File: src/pkg/fsps_consts.svh
// constants for the flash self-programming sequencer
`ifndef FSPS_CONSTS_SVH
`define FSPS_CONSTS_SVH

// ==========================================================
// register offsets
`define FSPS_OFS_CTRL      8'h00
`define FSPS_OFS_PTR_LO    8'h01
`define FSPS_OFS_PTR_HI    8'h02
`define FSPS_OFS_DATA_LO   8'h03
`define FSPS_OFS_DATA_HI   8'h04
`define FSPS_OFS_LOCK      8'h05

// ==========================================================
// control/status field positions
`define FSPS_BIT_ENABLE    0
`define FSPS_BIT_ERASE     1
`define FSPS_BIT_PWRITE    2
`define FSPS_BIT_LOCKSET   3
`define FSPS_BIT_RWWRE     4
`define FSPS_BIT_RWWBUSY   6
`define FSPS_BIT_IRQEN     7
`define FSPS_CMD_LSB       1
`define FSPS_CMD_MSB       4

// ==========================================================
// reset values
`define FSPS_CTRL_RESET    8'h00
`define FSPS_PTR_RESET     16'h0000
`define FSPS_DATA_RESET    8'h00
`define FSPS_LOCK_RESET    8'hFF
`define FSPS_ERASED_WORD   16'hFFFF

// ==========================================================
// readback pointer values
`define FSPS_RB_FUSE_LOW   2'h0
`define FSPS_RB_LOCK       2'h1
`define FSPS_RB_FUSE_EXT   2'h2
`define FSPS_RB_FUSE_HIGH  2'h3

// ==========================================================
// timing
`define FSPS_ARM_SPM_CYCLES 3'h4
`define FSPS_ARM_LPM_CYCLES 3'h3
`define FSPS_CLK_PERIOD_NS  10
`define FSPS_PROG_MIN_NS    3700000
`define FSPS_PROG_MAX_NS    4500000

`endif

File: src/pkg/fsps_pkg.sv
// types for the flash self-programming sequencer
package fsps_pkg;

  typedef enum logic [2:0] {
    FSPS_ST_IDLE  = 3'b001,
    FSPS_ST_ARMED = 3'b010,
    FSPS_ST_BUSY  = 3'b100
  } fsps_state_e;

  // command bits 4..1 of the control register, enable bit excluded
  typedef enum logic [3:0] {
    FSPS_CMD_LOAD  = 4'b0000,
    FSPS_CMD_ERASE = 4'b0001,
    FSPS_CMD_WRITE = 4'b0010,
    FSPS_CMD_LOCK  = 4'b0100,
    FSPS_CMD_RWWRE = 4'b1000
  } fsps_cmd_e;

endpackage

File: src/logic/fsps_page_buffer.sv
// temporary page buffer with per-word loaded flags
`timescale 1ns/1ns
`include "fsps_consts.svh"
module fsps_page_buffer #(
  parameter int WORD_BITS = 6
) (
  input  wire logic                 clk_sys,
  input  wire logic                 rst,
  input  wire logic                 clear,
  input  wire logic                 wr_en,
  input  wire logic [WORD_BITS-1:0] wr_idx,
  input  wire logic [15:0]          wr_data,
  input  wire logic [WORD_BITS-1:0] rd_idx,
  output logic      [15:0]          rd_data_ff,
  output logic                      any_loaded
);
  localparam int ENTRIES = 1 << WORD_BITS;

  logic [15:0]        mem_ff [ENTRIES];
  logic [ENTRIES-1:0] loaded_ff;

  assign any_loaded = |loaded_ff;

  // ==========================================================
  // storage
  // a loaded word is not overwritten: only the first load counts
  for (genvar i = 0; i < ENTRIES; i++) begin : g_entry
    always_ff @(posedge clk_sys) begin
      if (rst || clear) begin
        loaded_ff[i] <= 1'b0;
        mem_ff[i]    <= `FSPS_ERASED_WORD;
      end else if (wr_en && !loaded_ff[i] &&
                   wr_idx == WORD_BITS'(i)) begin
        loaded_ff[i] <= 1'b1;
        mem_ff[i]    <= wr_data;
      end
    end
  end

  always_ff @(posedge clk_sys) begin
    if (rst) begin
      rd_data_ff <= `FSPS_ERASED_WORD;
    end else begin
      rd_data_ff <= mem_ff[rd_idx];
    end
  end

endmodule

File: src/logic/fsps_sequencer.sv
// flash self-programming sequencer: control, timing and readback
//
// Functional notes
// - pointer splits into word-in-page low part and page index high part
// - erase pattern plus store instruction within four cycles erases page
// - load pattern plus store writes data word into buffer entry
// - write pattern plus store programs buffer into the addressed page
// - lock-set pattern plus store takes lock data from low data reg
// - lock bits 5..2 programmed where data bit is zero, only if timely
// - lock setting ignores pointer and never blocks flash reads
// - operation page is latched at start; pointer may change afterwards
// - program reads address bytes, pointer bit 0 selects the byte
// - buffer clears after page write, read-enable command, and reset
// - eeprom write during page loading discards loaded buffer data
// - rww target keeps other section readable; other target halts cpu
// - ready interrupt asserted continuously while enable bit is clear
// - rww section blocked during erase or write; busy flag held
// - eeprom write blocks all commands and fuse or lock readback
// - pointer 1 with lock-set armed: load instruction returns lock bits
// - lock-set and enable clear on readback or on timeout
// - pointers 0, 3, 2 return fuse low, high and extended bytes
// - readback shows zero for programmed, one for unprogrammed bits
// - enable arms store for four cycles, held until erase/write ends
// - control writes outside the five command patterns only update the interrupt enable
// - erase, write and lock write last between 3.7 ms and 4.5 ms
//
// Local design decisions: strobed register access and the register addresses.
`timescale 1ns/1ns
`include "fsps_consts.svh"
module fsps_sequencer #(
  parameter int          PAGE_WORD_BITS = 6,
  parameter int          RWW_PAGES      = 224,
  parameter int unsigned PROG_CYCLES    =
    (`FSPS_PROG_MIN_NS + `FSPS_CLK_PERIOD_NS - 1) / `FSPS_CLK_PERIOD_NS
) (
  input  wire logic                    clk_sys,
  input  wire logic                    rst,
  input  wire logic [7:0]              reg_addr,
  input  wire logic [7:0]              reg_wdata,
  input  wire logic                    reg_wr,
  input  wire logic                    reg_rd,
  output logic      [7:0]              reg_rdata,
  input  wire logic                    spm_strobe,
  input  wire logic                    lpm_strobe,
  input  wire logic                    eeprom_write_busy,
  input  wire logic                    eeprom_write_start,
  input  wire logic [7:0]              fuse_low_byte,
  input  wire logic [7:0]              fuse_high_byte,
  input  wire logic [7:0]              fuse_extended_byte,
  output logic      [7:0]              lpm_rdata,
  output logic                         lpm_rdata_valid,
  output logic      [14:0]             lpm_word_addr,
  output logic                         pointer_byte_select,
  output logic                         rww_read_block,
  output logic                         cpu_halt,
  output logic                         ready_irq,
  output fsps_pkg::fsps_cmd_e          active_cmd,
  output logic      [14-PAGE_WORD_BITS:0] flash_page,
  input  wire logic [PAGE_WORD_BITS-1:0]  buf_rd_index,
  output logic      [15:0]             buf_rd_data,
  output logic                         op_done
);
  import fsps_pkg::*;

  localparam int PG_W  = 15 - PAGE_WORD_BITS;
  localparam int CNT_W = $clog2(PROG_CYCLES + 1);

  // ==========================================================
  // state
  fsps_state_e       state_ff;
  fsps_cmd_e         cmd_ff;
  logic [2:0]        arm_cnt_ff;
  logic [CNT_W-1:0]  op_cnt_ff;
  logic              irq_en_ff;
  logic              rww_busy_ff;
  logic [15:0]       ptr_ff;
  logic [7:0]        data_lo_ff;
  logic [7:0]        data_hi_ff;
  logic [7:0]        lock_ff;
  logic [7:0]        lock_data_ff;
  logic [PG_W-1:0]   page_ff;
  logic              op_rww_ff;
  logic [7:0]        reg_rdata_ff;
  logic [7:0]        lpm_rdata_ff;
  logic              lpm_valid_ff;

  logic              ctrl_wr;
  logic              pattern_ok;
  logic              cmd_accept;
  logic              in_arm;
  logic              spm_ok;
  logic              lpm_ok;
  logic              timeout;
  logic              start_prog;
  logic [PG_W-1:0]   tgt_page;
  logic              tgt_rww;
  logic              buf_clear;
  logic              buf_wr;
  logic              buf_loaded;
  logic              enable;
  logic [7:0]        ctrl_view;
  logic [7:0]        rb_value;

  // ==========================================================
  // decode
  assign ctrl_wr    = reg_wr && reg_addr == `FSPS_OFS_CTRL;
  assign pattern_ok = reg_wdata[`FSPS_BIT_ENABLE] &&
    (reg_wdata[`FSPS_CMD_MSB:`FSPS_CMD_LSB] inside
      {FSPS_CMD_LOAD, FSPS_CMD_ERASE, FSPS_CMD_WRITE,
       FSPS_CMD_LOCK, FSPS_CMD_RWWRE});
  // a new command is only taken from idle and with no eeprom write
  assign cmd_accept = ctrl_wr && pattern_ok && state_ff == FSPS_ST_IDLE
                      && !eeprom_write_busy;
  assign in_arm     = state_ff == FSPS_ST_ARMED;
  assign spm_ok     = in_arm && spm_strobe && !eeprom_write_busy;
  // readback window is one cycle shorter than the store window
  assign lpm_ok     = in_arm && lpm_strobe && cmd_ff == FSPS_CMD_LOCK
    && !eeprom_write_busy
    && arm_cnt_ff > (`FSPS_ARM_SPM_CYCLES - `FSPS_ARM_LPM_CYCLES);
  assign timeout    = in_arm && arm_cnt_ff == 3'h1 && !spm_ok
                      && !lpm_ok;
  assign start_prog = spm_ok && (cmd_ff == FSPS_CMD_ERASE ||
    cmd_ff == FSPS_CMD_WRITE || cmd_ff == FSPS_CMD_LOCK);
  assign tgt_page   = ptr_ff[15:PAGE_WORD_BITS+1];
  assign tgt_rww    = tgt_page < PG_W'(RWW_PAGES);
  assign op_done    = state_ff == FSPS_ST_BUSY &&
                      op_cnt_ff == CNT_W'(1);
  assign enable     = state_ff != FSPS_ST_IDLE;

  // ==========================================================
  // sequence state and arm window
  always_ff @(posedge clk_sys) begin
    if (rst) begin
      state_ff   <= FSPS_ST_IDLE;
      arm_cnt_ff <= 3'h0;
    end else begin
      case (state_ff)
        FSPS_ST_IDLE: begin
          if (cmd_accept) begin
            state_ff   <= FSPS_ST_ARMED;
            arm_cnt_ff <= `FSPS_ARM_SPM_CYCLES;
          end
        end
        FSPS_ST_ARMED: begin
          arm_cnt_ff <= arm_cnt_ff - 3'h1;
          if (start_prog) begin
            state_ff <= FSPS_ST_BUSY;
          end else if (spm_ok || lpm_ok || timeout) begin
            state_ff <= FSPS_ST_IDLE;
          end
        end
        FSPS_ST_BUSY: begin
          if (op_done) begin
            state_ff <= FSPS_ST_IDLE;
          end
        end
        default: begin
          state_ff <= FSPS_ST_IDLE;
        end
      endcase
    end
  end

  // ==========================================================
  // command bits and interrupt enable
  always_ff @(posedge clk_sys) begin
    if (rst) begin
      cmd_ff    <= FSPS_CMD_LOAD;
      irq_en_ff <= 1'b0;
    end else begin
      // interrupt enable follows every control write, even when busy
      if (ctrl_wr) begin
        irq_en_ff <= reg_wdata[`FSPS_BIT_IRQEN];
      end
      if (cmd_accept) begin
        cmd_ff <= fsps_cmd_e'(reg_wdata[`FSPS_CMD_MSB:`FSPS_CMD_LSB]);
      end else if ((in_arm && (spm_ok || lpm_ok || timeout) &&
                    !start_prog) || op_done) begin
        cmd_ff <= FSPS_CMD_LOAD;
      end
    end
  end

  // ==========================================================
  // programming timer and latched target
  // the timer runs on the system clock at the minimum duration, so it stays
  // inside the allowed window only at the nominal clock or a slightly slower one
  always_ff @(posedge clk_sys) begin
    if (rst) begin
      op_cnt_ff    <= '0;
      page_ff      <= '0;
      op_rww_ff    <= 1'b0;
      lock_data_ff <= 8'hFF;
    end else if (start_prog) begin
      op_cnt_ff    <= CNT_W'(PROG_CYCLES);
      page_ff      <= tgt_page;
      // lock writes touch no section, so they never block reads
      op_rww_ff    <= cmd_ff != FSPS_CMD_LOCK && tgt_rww;
      lock_data_ff <= data_lo_ff;
    end else if (state_ff == FSPS_ST_BUSY) begin
      op_cnt_ff <= op_cnt_ff - CNT_W'(1);
    end
  end

  // ==========================================================
  // lock bits: only bits 5..2 can be programmed, never unprogrammed
  always_ff @(posedge clk_sys) begin
    if (rst) begin
      lock_ff <= `FSPS_LOCK_RESET;
    end else if (op_done && cmd_ff == FSPS_CMD_LOCK) begin
      lock_ff[5:2] <= lock_ff[5:2] & lock_data_ff[5:2];
    end
  end

  // ==========================================================
  // read-while-write busy flag
  always_ff @(posedge clk_sys) begin
    if (rst) begin
      rww_busy_ff <= 1'b0;
    end else if (start_prog && cmd_ff != FSPS_CMD_LOCK && tgt_rww) begin
      rww_busy_ff <= 1'b1;
    end else if (spm_ok && (cmd_ff == FSPS_CMD_RWWRE ||
                            cmd_ff == FSPS_CMD_LOAD)) begin
      rww_busy_ff <= 1'b0;
    end
  end

  assign rww_read_block = rww_busy_ff;
  assign cpu_halt   = state_ff == FSPS_ST_BUSY && !op_rww_ff &&
                      cmd_ff != FSPS_CMD_LOCK;
  assign ready_irq  = irq_en_ff && !enable;
  assign active_cmd = cmd_ff;
  assign flash_page = page_ff;

  // ==========================================================
  // temporary page buffer
  assign buf_wr    = spm_ok && cmd_ff == FSPS_CMD_LOAD;
  assign buf_clear = (op_done && cmd_ff == FSPS_CMD_WRITE)
    || (spm_ok && cmd_ff == FSPS_CMD_RWWRE)
    || (eeprom_write_start && buf_loaded);

  fsps_page_buffer #(
    .WORD_BITS (PAGE_WORD_BITS)
  ) u_buf (
    .clk_sys    (clk_sys),
    .rst        (rst),
    .clear      (buf_clear),
    .wr_en      (buf_wr),
    .wr_idx     (ptr_ff[PAGE_WORD_BITS:1]),
    .wr_data    ({data_hi_ff, data_lo_ff}),
    .rd_idx     (buf_rd_index),
    .rd_data_ff (buf_rd_data),
    .any_loaded (buf_loaded)
  );

  // ==========================================================
  // pointer and data registers
  always_ff @(posedge clk_sys) begin
    if (rst) begin
      ptr_ff     <= `FSPS_PTR_RESET;
      data_lo_ff <= `FSPS_DATA_RESET;
      data_hi_ff <= `FSPS_DATA_RESET;
    end else if (reg_wr) begin
      case (reg_addr)
        `FSPS_OFS_PTR_LO:  ptr_ff[7:0]  <= reg_wdata;
        `FSPS_OFS_PTR_HI:  ptr_ff[15:8] <= reg_wdata;
        `FSPS_OFS_DATA_LO: data_lo_ff   <= reg_wdata;
        `FSPS_OFS_DATA_HI: data_hi_ff   <= reg_wdata;
        default: ;
      endcase
    end
  end

  assign lpm_word_addr       = ptr_ff[15:1];
  assign pointer_byte_select = ptr_ff[0];

  // ==========================================================
  // fuse and lock readback, raw: programmed bits read as zero
  always_comb begin
    case (ptr_ff[1:0])
      `FSPS_RB_FUSE_LOW:  rb_value = fuse_low_byte;
      `FSPS_RB_LOCK:      rb_value = lock_ff;
      `FSPS_RB_FUSE_EXT:  rb_value = fuse_extended_byte;
      `FSPS_RB_FUSE_HIGH: rb_value = fuse_high_byte;
      default:            rb_value = 8'hFF;
    endcase
  end

  always_ff @(posedge clk_sys) begin
    if (rst) begin
      lpm_rdata_ff <= 8'h00;
      lpm_valid_ff <= 1'b0;
    end else begin
      lpm_valid_ff <= lpm_ok;
      if (lpm_ok) begin
        lpm_rdata_ff <= rb_value;
      end
    end
  end

  assign lpm_rdata       = lpm_rdata_ff;
  assign lpm_rdata_valid = lpm_valid_ff;

  // ==========================================================
  // register read port
  assign ctrl_view = {irq_en_ff, rww_busy_ff, 1'b0, cmd_ff, enable};

  always_ff @(posedge clk_sys) begin
    if (rst) begin
      reg_rdata_ff <= 8'h00;
    end else if (reg_rd) begin
      case (reg_addr)
        `FSPS_OFS_CTRL:    reg_rdata_ff <= ctrl_view;
        `FSPS_OFS_PTR_LO:  reg_rdata_ff <= ptr_ff[7:0];
        `FSPS_OFS_PTR_HI:  reg_rdata_ff <= ptr_ff[15:8];
        `FSPS_OFS_DATA_LO: reg_rdata_ff <= data_lo_ff;
        `FSPS_OFS_DATA_HI: reg_rdata_ff <= data_hi_ff;
        `FSPS_OFS_LOCK:    reg_rdata_ff <= lock_ff;
        default:           reg_rdata_ff <= 8'h00;
      endcase
    end else begin
      reg_rdata_ff <= 8'h00;
    end
  end

  assign reg_rdata = reg_rdata_ff;
endmodule

File: config.mk
export PLATFORM = sky130hd
export DESIGN_NAME = fsps_sequencer
export DESIGN_NICKNAME = d
export VERILOG_FILES = /design/src/pkg/fsps_pkg.sv /design/src/logic/fsps_page_buffer.sv /design/src/logic/fsps_sequencer.sv
export VERILOG_INCLUDE_DIRS = /design/src /design/src/pkg
export SDC_FILE = /design/constraint.sdc
export NUM_CORES = 2
export LEC_CHECK = 0
export ABC_AREA = 1
export CORE_MARGIN = 2
export CORE_UTILIZATION = 35
export CTS_BUF_LIST = sky130_fd_sc_hd__clkbuf_4
export DETAILED_ROUTE_END_ITERATION = 10
export DONT_BUFFER_PORTS = 1
export PLACE_DENSITY = 0.48
export SETUP_SLACK_MARGIN = 0.02
export SLEW_MARGIN = 10
export SYNTH_ARGS = -nofsm -noshare
export SYNTH_HDL_FRONTEND = slang
export SYNTH_HIERARCHICAL = 1
export SYNTH_SLANG_ARGS = --single-unit
export TNS_END_PERCENT = 20
File: constraint.sdc
create_clock -name clk_sys -period 6.72 [get_ports clk_sys]
set_input_delay 0.336 -clock clk_sys [delete_from_list [all_inputs] [get_ports clk_sys]]
set_output_delay 0.336 -clock clk_sys [all_outputs]
set_load 0.01 [all_outputs]
Word-level counts from Yosys, hierarchy flattened. Memories as Yosys holds them, arrays and structs flattened. A register that Yosys moved wholly into a read port is not among the register bits. Cells that the tools add are included.

Register bits after elaboration: 164. Bits in writable memories: 1024. Bits of input ports: 54. Logic and storage cells: 771. Memories kept: 1.

Memory list: u_buf.mem_ff (depth 64, width 16, read ports 1, clocked after memory_dff 1, write ports 64, RTL line fsps_page_buffer.sv:19) `logic [15:0] mem_ff [ENTRIES];`.

$add $sub $neg: 2. Order comparisons: 2. Equal/unequal tests: 89. Muxes and demuxes: 273. Bitwise operators: 66. Reduce and logical (&&, ||, !) cells: 256.

Operators by type and width (number): 2-to-1 mux 16 bit (64); 2-to-1 mux 1 bit (196); == test 6 bit, second input constant (32); logical AND 1 bit (158); == test 6 x 5 -> 1 bit, second input constant (16); zero test 1 bit (70); bitwise OR 1 bit (64); OR reduction 64 bit (1); == test 6 x 4 -> 1 bit, second input constant (8); one-hot mux 8 bit (6 select lines) (1); 2-to-1 mux 19 bit (2); one-hot mux 8 bit (4 select lines) (1); == test 6 x 3 -> 1 bit, second input constant (4); == test 19 x 1 -> 1 bit, second input constant (1); subtractor 19 x 1 -> 19 bit, second input constant (1); == test 8 x 2 -> 1 bit, second input constant (2); == test 8 x 3 -> 1 bit, second input constant (2); 2-to-1 mux 3 bit (5); == test 6 x 2 -> 1 bit, second input constant (2); AND reduction 2 bit (5); logical OR 1 bit (9); less-than comparator 9 x 8 -> 1 bit, second input constant (1); one-hot mux 3 bit (3 select lines) (1); == test 4 x 1 -> 1 bit, second input constant (2); 27 further kinds (40).

Depth between registers and ports, before layout.
Depth in word-level cells: 13. Mapped depth: 17.

Hierarchy. Netlist, hierarchy kept.

By module, submodules not included: fsps_page_buffer (times used 1, cells an instance 5159, area each 49518.7 um^2, sequential area each 32351.0 um^2); fsps_sequencer (times used 1, cells an instance 658, area each 4620.7 um^2, sequential area each 1961.9 um^2).

Least setup slack after synthesis. Ideal clock, no wire load.

Path kind: register to register. Start: reg state_ff[2]. End: mem u_buf.mem_ff[15][0], enable pin. Arrival time: 2.653 ns. Data required time: 6.309 ns. Path slack: 3.655 ns. Stages on the path, launching flop included: 12. Path buffers: 0. Clock period less this slack: 3.065 ns. Cell sequence: dfxtp_1 > inv_1 > nand3_1 > inv_1 > nand2_1 > inv_1 > nand3_1 > inv_1 > nand3_2 > nor2_1 > nand2_1 > o21ai_0.

RTL lines: from (decl) (RTL line fsps_sequencer.sv:70) `fsps_state_e state_ff;`; from (signal assigned) (RTL line fsps_sequencer.sv:134) `state_ff <= FSPS_ST_IDLE;`; from (signal assigned) (RTL line fsps_sequencer.sv:140) `state_ff <= FSPS_ST_ARMED;`; from (signal assigned) (RTL line fsps_sequencer.sv:147) `state_ff <= FSPS_ST_BUSY;`; to (decl) (RTL line fsps_page_buffer.sv:19).

==> flow_summary.json <==
{
  "final_nets": 5974,
  "area_growth_pct": 12.5,
  "hold_start": "reg_addr[3]",
  "timing.rr.start": "u_buf/mem_ff[23][8]",
  "postCtsSetupBuffers": 0,
  "leakage_nw": 20.6,
  "rows": 144,
  "ys_ff_latch": 1202,
  "critPathLaunch": "buf_rd_index[1]",
  "cts_made_buffers": 351,
  "regArea_mm2": 0.0343,
  "antenna_found_initial": 7,
  "wire_per_inst_um": 23.4,
  "synth_top_area_share_pct": 56.8,
  "ir_worst_vdd_mv": 0.146,
  "synthFlopType": "edfxtp_1",
  "syn_inst": 5817,
  "portBuffers": 0,
  "grt_max_degree": 366,
  "core_area_mm2": 0.154,
  "whs_ps": 166,
  "die_h_um": 397,
  "synth_edf_count": 1024,
  "clkTransAtPathRegs_ps": 60,
  "drc_errors": 0,
  "cp_data_required_time_ps": 7870,
  "drive_above_1_share_pct": 11.8,
  "cts.repair.resized": 0,
  "fill_cells": 15497,
  "slew_violations": 0,
  "clk_latency_ps": 1310,
  "root_buffer": "clkbuf_4",
  "cts_tree": "yes",
  "dp.cells": 7467,
  "cts_num_sinks": 1202,
  "synthesis.area_mm2": 0.0541,
  "crit_fanout": 158,
  "timing.max_slew.rel_slack_pct": 19.9,
  "overflow": 0,
  "synth_area_leaders": "edfxtp_1 57%, nand2_1 18%, nand3_1 8.8%",
  "endpoint_kind": "register",
  "tightestPinTransition_ps": 1200,
  "worst_ep_arrival_time_ps": 6070,
  "ant_nets": 0,
  "powerDensity_mw_per_mm2": 261,
  "track_usage_pct": 24.0,
  "setup_viol": 0,
  "vias": 42993,
  "multi_input_area_mm2": 0.0173,
  "drt-initial-drc-count": 4057,
  "fin_tns_setup_ps": 0,
  "drt_first_pass_iters": 5,
  "hp-class": "in2reg",
  "dp_hpwl_um": 108000,
  "grt_pass1_vias": 41531,
  "yosysWarnings": 6,
  "fin_crit_ps": 4930,
  "dieWidth_um": 397,
  "r2r_setup_slack_ps": 2100,
  "post-route-util_pct": 39.6,
  "syn-num-nets": 5875,
  "synth_cell_types": 41,
  "routed_wl_um": 192000,
  "synthArstFlopShare_pct": 0,
  "finalClockSkew_ps": 126,
  "status": "finished, final reports clean",
  "io_pins": 120,
  "crit_type": "in2reg",
  "avgSynthCellArea_um2": 9.31,
  "maxCapViolations": 0,
  "rsz0062_at_grt": "no",
  "yosysMostFrequentCell": "nand2_1",
  "dieArea_mm2": 0.158,
  "gp_congestion": 0.869,
  "start_util_pct": 35.2,
  "grt_pass1_wl_um": 279000,
  "fin_crit_sh_pct": 73.3,
  "setup_slack_ps": 1790,
  "worstSetupStartpointType": "primary input",
  "synth_common_cells": "2,574 x nand2_1, 1,024 x edfxtp_1, 947 x nand3_1",
  "seq_area_frac_synth_pct": 63.4,
  "layoutNonFillerInstCount": 8213,
  "max_freq_mhz": 203,
  "hold_violations": 0,
  "yosys.area.top_type": "edfxtp_1",
  "htreeDepth": 5,
  "cts_buffer_depth": 4,
  "via_per_inst": 5.23,
  "dp_slack_ps": 2370
}
## path summary, 6_finish.rpt
check,cells after the start,endpoint
worst max-delay path,16,u_buf/rd_data_ff[15]
worst min-delay path,5,ptr_ff[0]
worst max register to register,14,u_buf/rd_data_ff[8]
worst min register to register,2,arm_cnt_ff[1]
## cell families after synthesis
logic type / synth area share (%)
compound gates: 1.84
simple gates: 29.9
fa+ha+maj: 0.0924
buf+inv: 4.69
flops: 63.4
xor+xnor: 0.0971
## cell type report
| type | count | area share [%] |
|---|---|---|
| inverters | 155 | 1.02 |
| diodes | 11 | 0.0452 |
| repair buffers | 178 | 2.97 |
| multi-input cells | 4028 | 28.4 |
| clock buffers | 526 | 6.48 |
| flip-flops and latches | 1202 | 56.3 |
| well taps | 2044 | 4.20 |
| clock inverters | 69 | 0.571 |
## flip-flops by register name (all words and copies together) (netlist names)
signal            flops
flash_page            9
u_buf/loaded_ff      64
op_cnt_ff            19
rww_read_block        1
reg_rdata             8
irq_en_ff             1
data_hi_ff            8
ptr_ff               16
data_lo_ff            8
state_ff              3
lock_data_ff          4
lpm_rdata_valid       1
lock_ff               4
u_buf/rd_data_ff     16
op_rww_ff             1
arm_cnt_ff            3
u_buf/mem_ff       1024
lpm_rdata             8
active_cmd            4
## where the power goes
group	switching [mW]	leakage, nW	internal (mW)
sequential	0.00853	8.36	8.07
combinational	0.733	9.67	0.247
clock	3.18	2.60	3.66
total	3.92	20.6	12.0
## worst max-delay path: stages
cell and delay, ps:
buf_16 280, inv_8 620, buf_4 560, nand3_1 150
nand3_1 90, dlygate4sd3_1 550, nand2_1 40, dlygate4sd3_1 550
nand2_1 60, dlygate4sd3_1 540, nand3_1 80, dlygate4sd3_1 560
nand3_1 70, dlygate4sd3_1 560, nand3_1 110, dlygate4sd3_1 640
## metal layers
| metal | up-vias | wire length, µm | global-route usage, % |
|---|---|---|---|
| met3 | 385 | 15200 | 4.51 |
| li1 | 19829 | - | - |
| met1 | 20868 | 81800 | 32.7 |
| met4 | 2 | 6360 | 9.14 |
| met5 | - | 13 | 0 |
| met2 | 1909 | 89000 | 37.9 |
## what timing repair did
action | in CTS | in global routing
hold buffers | 140 | 0
setup endpoints to repair | 0 | 0
endpoints found under the hold margin | 228 | 0
## through the flow
step	power (mW)	cell area (µm²)
4_1_cts	16.1	60900
3_5_place_dp	9.06	55100
2_1_floorplan	8.83	54100
6_report	15.9	60900
5_1_grt	16.5	60900
3_3_place_gp	9.06	55100
## placed cells by master (no fill, tap or decap), types with 3 or more instances in the layout
cell type	instances
nor3_1	21
nor3_2	5
buf_4	37
xor2_1	4
bufinv_16	3
clkinv_1	54
o21ai_0	72
a221oi_1	3
nor2_4	17
nand4_2	3
inv_2	19
nor4_1	12
ha_1	4
nor2_2	63
a211oi_1	15
nand3_1	947
dfxtp_1	178
dlygate4sd3_1	132
diode_2	11
nor3_4	4
a31oi_1	4
nor2_1	138
nand2_1	2574
buf_16	4
edfxtp_1	1024
inv_1	120
clkbuf_4	526
clkinv_2	24
o2111ai_1	3
nand4_1	39
a21oi_1	79
buf_12	5
(Power assumes the default switching activity.)
